<file path="src/rtl/dsk_pkg.sv">
package dsk_pkg;

    localparam int DSK_ADDR_W = 14;
    localparam int DSK_DATA_W = 8;

    // Upper six bits of the instruction word for each operation.
    localparam logic [5:0] DSK_OP_SKIP_NONZERO = 6'h13;
    localparam logic [5:0] DSK_OP_SKIP_ZERO = 6'h0B;

    // Access Bank split point and the bank that holds its upper half.
    localparam logic [7:0] DSK_INDEXED_LIMIT = 8'h5F;
    localparam logic [7:0] DSK_ACCESS_SPLIT = 8'h60;
    localparam logic [5:0] DSK_ACCESS_HIGH_BANK = 6'h3F;
    localparam logic [5:0] DSK_ACCESS_LOW_BANK = 6'h00;

    // Q phase numbering within one instruction cycle.
    localparam logic [1:0] DSK_Q1 = 2'h0;
    localparam logic [1:0] DSK_Q2 = 2'h1;
    localparam logic [1:0] DSK_Q3 = 2'h2;
    localparam logic [1:0] DSK_Q4 = 2'h3;

    localparam logic [1:0] DSK_PHASE_RESET = 2'h0;
    localparam logic [1:0] DSK_ONE_WORD = 2'h1;
    localparam logic [1:0] DSK_NO_WORDS = 2'h0;
    localparam logic [7:0] DSK_DATA_ONE = 8'h01;
    localparam logic [7:0] DSK_DATA_ZERO = 8'h00;
    localparam logic [13:0] DSK_ADDR_ZERO = 14'h0000;

    typedef struct packed {
        logic [5:0] opcode;
        logic dest_file;
        logic access_banked;
        logic [7:0] file_addr;
    } dsk_instr_type;

    typedef struct packed {
        logic [DSK_ADDR_W-1:0] addr;
        logic rd;
        logic wr;
        logic [DSK_DATA_W-1:0] wdata;
    } dsk_file_port_type;

    typedef enum logic [1:0] {
        DSK_ST_IDLE,
        DSK_ST_EXEC,
        DSK_ST_SKIP
    } dsk_state_type;

endpackage : dsk_pkg

</file>
<file path="src/rtl/dsk_core.sv">
`timescale 1ns/1ns

// What this block does
// - Decode word 0100_11da_ffff_ffff as decrement and skip if nonzero.
// - Subtract one from file register; destination bit picks working register or file.
// - Nonzero result discards the fetched next instruction, running a no-operation cycle.
// - Access bit zero uses Access Bank; one uses bank select register.
// - Access zero with extended set uses indexed literal offset for addresses up to 95.
// - One program word; one cycle without skip, plus one cycle per word of the skipped instruction with skip.
// - Executing cycle decodes Q1, reads Q2, processes Q3, writes Q4.
// - Each skipped instruction word costs one full no-operation cycle.
// - Decrement and skip if zero skips on zero and proceeds on nonzero.
module dsk_core
    import dsk_pkg::*;
(
    input wire logic CLK_IN,                          // Core clock, four per instruction cycle
    input wire logic SYS_RST_IN,                      // Synchronous reset, active high
    input wire logic INSTR_VALID_IN,                  // Instruction word is present at Q1
    input wire logic [15:0] INSTR_IN,                 // Fetched instruction word
    input wire logic [1:0] NEXT_WORDS_IN,             // Word count of the already-fetched next instruction
    input wire logic [5:0] BANK_SELECT_IN,            // Bank select register value
    input wire logic EXT_SET_EN_IN,                   // Extended instruction set enabled
    input wire logic [13:0] INDEX_BASE_IN,            // Pointer base for indexed literal offset mode
    input wire logic [7:0] FILE_RDATA_IN,             // File register read data, valid during Q2
    output dsk_file_port_type FILE_PORT_OUT,          // File register address, strobes and write data
    output logic WREG_WR_OUT,                         // Working register write strobe in Q4
    output logic [7:0] WREG_WDATA_OUT,                // Working register write data
    output logic [1:0] PHASE_OUT,                     // Current Q phase
    output logic BUSY_OUT,                            // Block owns the current instruction cycle
    output logic NOP_CYCLE_OUT                        // A discarded word is being replaced by no-operation
);

    dsk_state_type state_q;
    logic [1:0] phase_q;
    dsk_instr_type instr_q;
    logic [7:0] result_q;
    logic [1:0] skip_left_q;
    dsk_instr_type instr_in;
    logic take_in;
    logic result_zero;
    logic do_skip;
    logic [13:0] addr_d;
    logic exec_write;
    logic exec_end;
    logic skip_start;
    logic skip_end;

    assign instr_in = dsk_instr_type'(INSTR_IN);

    assign take_in = (state_q == DSK_ST_IDLE) && (phase_q == DSK_Q1) && INSTR_VALID_IN
        && ((instr_in.opcode == DSK_OP_SKIP_NONZERO) || (instr_in.opcode == DSK_OP_SKIP_ZERO));

    assign result_zero = (result_q == DSK_DATA_ZERO);

    assign do_skip = (instr_q.opcode == DSK_OP_SKIP_NONZERO) ? !result_zero : result_zero;

    // Strobes are registered, so they are armed in the phase before the one that they mark.
    // write in Q4
    assign exec_write = (state_q == DSK_ST_EXEC) && (phase_q == DSK_Q3);

    assign exec_end = (state_q == DSK_ST_EXEC) && (phase_q == DSK_Q4);

    // The word count of the fetched next instruction is only looked at here, at the last edge of Q4.
    // skip cycles follow
    assign skip_start = exec_end && do_skip && (NEXT_WORDS_IN != DSK_NO_WORDS);

    assign skip_end = (state_q == DSK_ST_SKIP) && (phase_q == DSK_Q4) && (skip_left_q == DSK_ONE_WORD);

    always_comb begin
        if (instr_in.access_banked) begin
            addr_d = {BANK_SELECT_IN, instr_in.file_addr};
        end else if (EXT_SET_EN_IN && (instr_in.file_addr <= DSK_INDEXED_LIMIT)) begin
            addr_d = 14'(INDEX_BASE_IN + {6'h00, instr_in.file_addr});
        end else if (instr_in.file_addr < DSK_ACCESS_SPLIT) begin
            addr_d = {DSK_ACCESS_LOW_BANK, instr_in.file_addr};
        end else begin
            addr_d = {DSK_ACCESS_HIGH_BANK, instr_in.file_addr};
        end
    end

    // The phase runs freely, so an instruction is only taken in a Q1 clock.
    // free-running Q phase
    always_ff @(posedge CLK_IN) begin
        if (SYS_RST_IN) begin
            phase_q <= DSK_PHASE_RESET;
        end else begin
            phase_q <= phase_q + DSK_ONE_WORD;
        end
    end

    always_ff @(posedge CLK_IN) begin
        if (SYS_RST_IN) begin
            state_q <= DSK_ST_IDLE;
        end else begin
            unique case (state_q)
                DSK_ST_IDLE: begin
                    if (take_in) begin
                        state_q <= DSK_ST_EXEC;
                    end
                end
                DSK_ST_EXEC: begin
                    if (skip_start) begin
                        state_q <= DSK_ST_SKIP;
                    end else if (exec_end) begin
                        state_q <= DSK_ST_IDLE;
                    end
                end
                DSK_ST_SKIP: begin
                    if (skip_end) begin
                        state_q <= DSK_ST_IDLE;
                    end
                end
            endcase
        end
    end

    always_ff @(posedge CLK_IN) begin
        if (SYS_RST_IN) begin
            skip_left_q <= DSK_NO_WORDS;
        end else if (skip_start) begin
            skip_left_q <= NEXT_WORDS_IN;
        end else if ((state_q == DSK_ST_SKIP) && (phase_q == DSK_Q4)) begin
            skip_left_q <= skip_left_q - DSK_ONE_WORD;
        end
    end

    always_ff @(posedge CLK_IN) begin
        if (SYS_RST_IN) begin
            instr_q <= '0;
        end else if (take_in) begin
            instr_q <= instr_in;
        end
    end

    // decrement captured at end of Q2
    always_ff @(posedge CLK_IN) begin
        if (SYS_RST_IN) begin
            result_q <= DSK_DATA_ZERO;
        end else if ((state_q == DSK_ST_EXEC) && (phase_q == DSK_Q2)) begin
            result_q <= FILE_RDATA_IN - DSK_DATA_ONE;
        end
    end

    // read in Q2, write in Q4
    always_ff @(posedge CLK_IN) begin
        if (SYS_RST_IN) begin
            FILE_PORT_OUT <= '{addr: DSK_ADDR_ZERO, rd: 1'b0, wr: 1'b0, wdata: DSK_DATA_ZERO};
        end else begin
            FILE_PORT_OUT.rd <= take_in;
            if (take_in) begin
                FILE_PORT_OUT.addr <= addr_d;
            end
            FILE_PORT_OUT.wr <= exec_write && instr_q.dest_file;
            if (exec_write) begin
                FILE_PORT_OUT.wdata <= result_q;
            end
        end
    end

    always_ff @(posedge CLK_IN) begin
        if (SYS_RST_IN) begin
            WREG_WR_OUT <= 1'b0;
            WREG_WDATA_OUT <= DSK_DATA_ZERO;
        end else begin
            WREG_WR_OUT <= exec_write && !instr_q.dest_file;
            if (exec_write) begin
                WREG_WDATA_OUT <= result_q;
            end
        end
    end

    always_ff @(posedge CLK_IN) begin
        if (SYS_RST_IN) begin
            PHASE_OUT <= DSK_PHASE_RESET;
        end else begin
            PHASE_OUT <= phase_q + DSK_ONE_WORD;
        end
    end

    always_ff @(posedge CLK_IN) begin
        if (SYS_RST_IN) begin
            BUSY_OUT <= 1'b0;
        end else if (take_in) begin
            BUSY_OUT <= 1'b1;
        end else if (exec_end) begin
            BUSY_OUT <= skip_start;
        end else if (skip_end) begin
            BUSY_OUT <= 1'b0;
        end
    end

    // no-operation in place of next word
    always_ff @(posedge CLK_IN) begin
        if (SYS_RST_IN) begin
            NOP_CYCLE_OUT <= 1'b0;
        end else if (exec_end) begin
            NOP_CYCLE_OUT <= skip_start;
        end else if (skip_end) begin
            NOP_CYCLE_OUT <= 1'b0;
        end
    end

endmodule : dsk_core

</file>
<file path="config.mk">
export PLATFORM = sky130hd
export DESIGN_NAME = dsk_core
export DESIGN_NICKNAME = d
export VERILOG_FILES = /design/src/rtl/dsk_pkg.sv /design/src/rtl/dsk_core.sv
export SDC_FILE = /design/constraint.sdc
export NUM_CORES = 1
export LEC_CHECK = 0
export BUFFER_PORTS_ARGS = -buffer_cell sky130_fd_sc_hd__buf_2
export CAP_MARGIN = 20
export CORE_MARGIN = 2
export CORE_UTILIZATION = 46
export DETAILED_ROUTE_END_ITERATION = 10
export HOLD_SLACK_MARGIN = 0.06
export PLACE_DENSITY_LB_ADDON = 0.2
export SLEW_MARGIN = 25
export SYNTH_ARGS = -nofsm -noshare
export SYNTH_HDL_FRONTEND = slang
export SYNTH_SLANG_ARGS = --single-unit
</file>
<file path="constraint.sdc">
create_clock -name CLK_IN -period 2.59 [get_ports CLK_IN]
set_input_delay 0.777 -clock CLK_IN [delete_from_list [all_inputs] [get_ports CLK_IN]]
set_output_delay 0.777 -clock CLK_IN [all_outputs]
set_load 0.01 [all_outputs]
</file>
# ---- Word level (Yosys, flattened, before mapping)
# Index checks and enable logic that the tools add are counted.
# W data, S select, Z words.
dict set report classes {
  n_addsub 4
  magnitude_cmp 2
  eq_ne 12
  muxes 14
  n_reduce_logical 24
}
# cell n
set ops {}
lappend ops {{$mux W14} 3}
lappend ops {{$add A14 B8 Y14} 1}
lappend ops {{$logic_and A1 B1 Y1} 13}
lappend ops {{$eq A6 B5 Y1 const B} 2}
lappend ops {{$mux W2} 6}
lappend ops {{$le A8 B7 Y1 const B} 1}
lappend ops {{$logic_not A8 Y1} 1}
lappend ops {{$lt A8 B7 Y1 const B} 1}
lappend ops {{$sub A8 B1 Y8 const B} 1}
lappend ops {{$eq A2 B1 Y1 const B} 3}
lappend ops {{$eq A2 B2 Y1 const B} 3}
lappend ops {{$eq A6 B4 Y1 const B} 1}
lappend ops {{$pmux W2 S3} 1}
lappend ops {{$reduce_bool A2 Y1} 3}
lappend ops {{$logic_not A2 Y1} 2}
lappend ops {{$mux W1} 4}
lappend ops {{$ne A2 B2 Y1 const B} 2}
lappend ops {{$ne A3 B3 Y1 const B} 1}
lappend ops {{$reduce_and A3 Y1} 1}
lappend ops {{$reduce_bool A3 Y1} 1}
lappend ops {{$add A2 B1 Y2 const B} 1}
lappend ops {{$logic_not A1 Y1} 2}
lappend ops {{$sub A2 B1 Y2 const B} 1}
lappend ops {{$logic_or A1 B1 Y1} 1}
dict set report word_totals {
  register_bits 48
  inputBits 50
  wordCells 69
}

# ---- Depth between registers and ports, before layout
dict set report logic_depth {
  ltp_word 7
  ltp_mapped 8
}

# ---- Worst setup path after synthesis
# OpenSTA, ideal clock, no wires.
dict set report synth_timing {
  path_kind {input-to-reg}
  start {input port INSTR_IN[0]}
  end {register FILE_PORT_OUT[18] (netlist name)}
  t_arrival_ps 2367
  setup_slack_ps 85
  stages 7
  cell_sequence {ha_1 -> fa_1 -> a211oi_2 -> nor3_1 -> or4_1 -> a31oi_1 -> a211oi_1}
}
dict set report synth_between {
  elab_chain_cells 4
  word_cells_on_any_way 7
  cone_classes {add/sub: 1; order compare: 2; mux: 3; reduce/logical: 1}
}
# item line_no
set synth_rtl {}
lappend synth_rtl {{start: declaration} dsk_core.sv:19} ;# input wire logic [15:0] INSTR_IN,
lappend synth_rtl {{branches (longest 2 deep; another with $add A14 B8 Y14)} -}
lappend synth_rtl {{$mux W14 *} dsk_core.sv:72} ;# end else if (EXT_SET_EN_IN && (instr_in.file_addr <= DSK_INDEXED_LIMIT)) begin
lappend synth_rtl {{$mux W14 *} dsk_core.sv:70} ;# if (instr_in.access_banked) begin
lappend synth_rtl {{end signal: assignment} dsk_core.sv:147} ;# FILE_PORT_OUT <= '{addr: DSK_ADDR_ZERO, rd: 1'b0, wr: 1'b0, wdata: DSK_DATA_ZERO};
lappend synth_rtl {{end: declaration} dsk_core.sv:25} ;# output dsk_file_port_type FILE_PORT_OUT,
# Mark *: on every way between the ends.
# A chain may end at the register's enable or synchronous reset.

# ---- Final worst setup path
# Same ends and word-level chain as after synthesis.

==> metrics.csv <==
metric,value,unit
"EDFF count, synth",0,
routability cong.,0.902,
maximum clock frequency,425,MHz
worst reg2reg path depth,7,
hold path startpoint,instr_q[14],
number of top-level pins,87,
RSZ-0062 raised after global routing,no,
"Design Area, Final",3360,µm²
Worst IR Drop VDD,0.216,mV
Tcrit/Tclk final,90.9,%
hold path depth,2,
"FFs w/ async S/R, synth",0,%
end-of-flow core utilization,57.0,%
"critical path, cell by cell",buf_2 -> ha_1 -> fa_1 -> a211oi_2 -> nor3_1 -> or4_1 -> a31oi_1 -> a211oi_1,
Post-DRT Antenna Nets,0,
clock sinks,48,
reg-to-reg critical path endpoint,FILE_PORT_OUT[21],
power share of the sequential group,50.3,%
net count after synthesis,403,
power per unit of standard cell area,452,nW/µm²
#FFs+latches synth,48,
synthesis-to-layout area growth,21.1,%
clock latency on the worst-skew pair,0.30,ns
buffer count from post-CTS setup fixing,0,
clk slew on worst S/H paths,0.09,ns
"Slew Viols, Final",0,
sort of element at the end of the critical path,flop,
MaxCap Viol Count,0,
class of the most critical hold timing path,reg2reg,
slew margin rel.,64.9,%
drt first pass iters,5,
number of instances in the synthesized netlist,335,
fraction of post-synthesis cell area in the top cell type by area,34.7,%
combinational fraction of design power,18.5,%
largest clock skew in the final design,0.00701,ns
Max Fanout on Critical Path,3,
Critical Path Source Type,primary input,
"Hold Vio Cnt, Final",0,
Final Instance Count excl. Fillers,493,
result of the run,"finished, final reports clean",
post_cts resized,0,
via count of the first global-routing pass,2341,
Synth warnings,0,
P_int,1.09,mW
Port Buffers,86,
first-pass GRT wire length,10700,µm
count of different cell masters after synthesis,57,
most used flip-flop cell after synthesis,sky130_fd_sc_hd__dfxtp_1,
Hold EP,instr_q[14],
number of antenna repair diodes,0,
TNS Setup,0,ns
number of filler instances in the final layout,607,
Vias,2660,
minimum setup slack after placement,-0.0842,ns
main area contributors after synthesis,"sky130_fd_sc_hd__dfxtp_1, sky130_fd_sc_hd__ha_1, sky130_fd_sc_hd__a21oi_1",
sequential fraction of the synthesis area,34.7,%
standard-cell row count,28,
fraction of final layout cells sized beyond drive strength 1,27.5,%
Tightest Pin Transition,0.527,ns
residual overflow from global routing,0,
Overall Global Routing Usage,20.5,%
net switching fraction of the power,28.2,%
number of buffers added by the clock tree synthesis step,5,
final period demand of the worst path,2.35,ns
largest stage delay on the critical path,0.41,ns
final hold slack,0.453,ns
"Worst Path Class, Setup",in2reg,
Worst Path Required,2.77,ns
number of design rule violations left after detail routing,0,
cell count after placement,485,
reg-to-reg setup timing slack,0.59,ns
initial antenna violation count,0,
sum of routed wire length over all layers,6510,µm
Finish-stage setup viols,0,
net switching power,427,µW
placed standard-cell area,3260,µm²
y dimension of the die,81.6,µm
Routed WL per cell,13.2,µm
Die Span X,81.6,µm
data arrival time of the critical path,2.53,ns
effective utilization at floorplan,47.1,%
CTS HTree Levels,2,
Leakage,1.47,nW
post-synth design cell area,2770,µm²
CTS tree,built,
initial DRC count,92,
average via count per standard cell,5.40,
cell type with the highest aggregate area in the netlist,sky130_fd_sc_hd__dfxtp_1,
least setup slack across all paths after layout,0.237,ns
hold bufs inserted after CTS,0,
maximum count of clock buffers along a single path,2,
maximum number of pins on one net before global-route repair,29,
Clock Tree Root,sky130_fd_sc_hd__clkbuf_8,
share of total power in the clock network,31.2,%
syn avg cell area,8.27,µm²
final layout net count,485,
cell with the largest stage delay on the worst path,sky130_fd_sc_hd__fa_1,
Post-DP HPWL,5040,µm
critical register-to-register path startpoint,state_q[0],
PnR Total Power,1.52,mW
placeable core area,5890,µm²
die footprint,6660,µm²
-- power groups by stage --
stage               logic, mW  clock network [mW]  registers [mW]
global placement        0.276                   0           0.780
global route            0.314               0.521           0.766
detailed placement      0.278                   0           0.780
CTS                     0.281               0.490           0.763
floorplan               0.172                   0           0.780
finish                  0.280               0.473           0.763
-- metal layers --
metal	vias up	share of wire (%)	global-route usage [%]
met5	-	0	0
met4	0	1.2	6.33
met3	7	4.4	3.41
met2	62	49	35.4
met1	1216	46	26.0
li1	1375	-	-
-- placed cells by master, fill, tap and decap left out, drive strengths merged, types with 7 or more instances in the layout --
cell type / instances
a21oi: 33
a211oi: 10
a21o: 7
buf: 98
inv: 14
nand3: 15
o21ai: 13
ha: 17
nand2: 35
nor3: 9
nor2: 31
dfxtp: 48
-- layout make-up --
| class | instances | area [µm²] | area share (%) |
|---|---|---|---|
| timing repair buffer | 98 | 520 | 15.5 |
| tap | 75 | 93.8 | 2.80 |
| clock inverter | 2 | 15.0 | 0.447 |
| inverter | 15 | 56.3 | 1.68 |
| clock buffer | 6 | 82.6 | 2.46 |
| multi-input combinational | 249 | 1630 | 48.5 |
| sequential | 48 | 961 | 28.6 |
-- synth_stat cells, drive strengths merged, types with 6 or more instances --
| cell type | number |
|---|---|
| buf | 14 |
| a21oi | 33 |
| inv | 14 |
| ha | 17 |
| nor2 | 31 |
| xnor2 | 6 |
| dfxtp | 48 |
| a21o | 7 |
| o21ai | 13 |
| and3 | 6 |
| nor3 | 9 |
| nand2 | 35 |
| a311oi | 6 |
| clkbuf | 9 |
| nand3 | 15 |
| a211oi | 10 |
-- worst max path at each step --
stage                     start           endpoint  depth (start not counted)
finish              INSTR_IN[0]  FILE_PORT_OUT[18]                          8
global route        INSTR_IN[0]  FILE_PORT_OUT[18]                          8
CTS                 INSTR_IN[0]  FILE_PORT_OUT[18]                          8
detailed placement  INSTR_IN[0]  FILE_PORT_OUT[18]                          8
global placement    INSTR_IN[0]  FILE_PORT_OUT[18]                          8
floorplan           INSTR_IN[0]  FILE_PORT_OUT[18]                          7
-- kinds of logic (layout without fill, tap and decap cells) --
group | after synthesis | after routing | synth area share, %
and+or+nand+nor | 124 | 124 | 22.8
muxes | 5 | 5 | 1.85
AOI/OAI and AO/OA | 93 | 93 | 22.9
DFF | 48 | 48 | 34.7
buffers and inverters | 38 | 121 | 6.59
xor gates and xnor gates | 9 | 9 | 2.84
adders and majority gates | 18 | 18 | 8.40
-- state kept, by name, summed over array words and instances, names as in the netlist --
name            count
BUSY_OUT            1
FILE_PORT_OUT      16
NOP_CYCLE_OUT       1
PHASE_OUT           2
WREG_WDATA_OUT      8
WREG_WR_OUT         1
instr_q             7
result_q            8
skip_left_q         2
state_q             2
-- critical path, delay by kind of cell --
family                     cells  cell delay, ns
AOI/OAI and AO/OA              3            0.54
adders and majority gates      2            0.63
and+or+nand+nor                2            0.48
buffers and inverters          1            0.11
(Power assumes the default switching activity.)
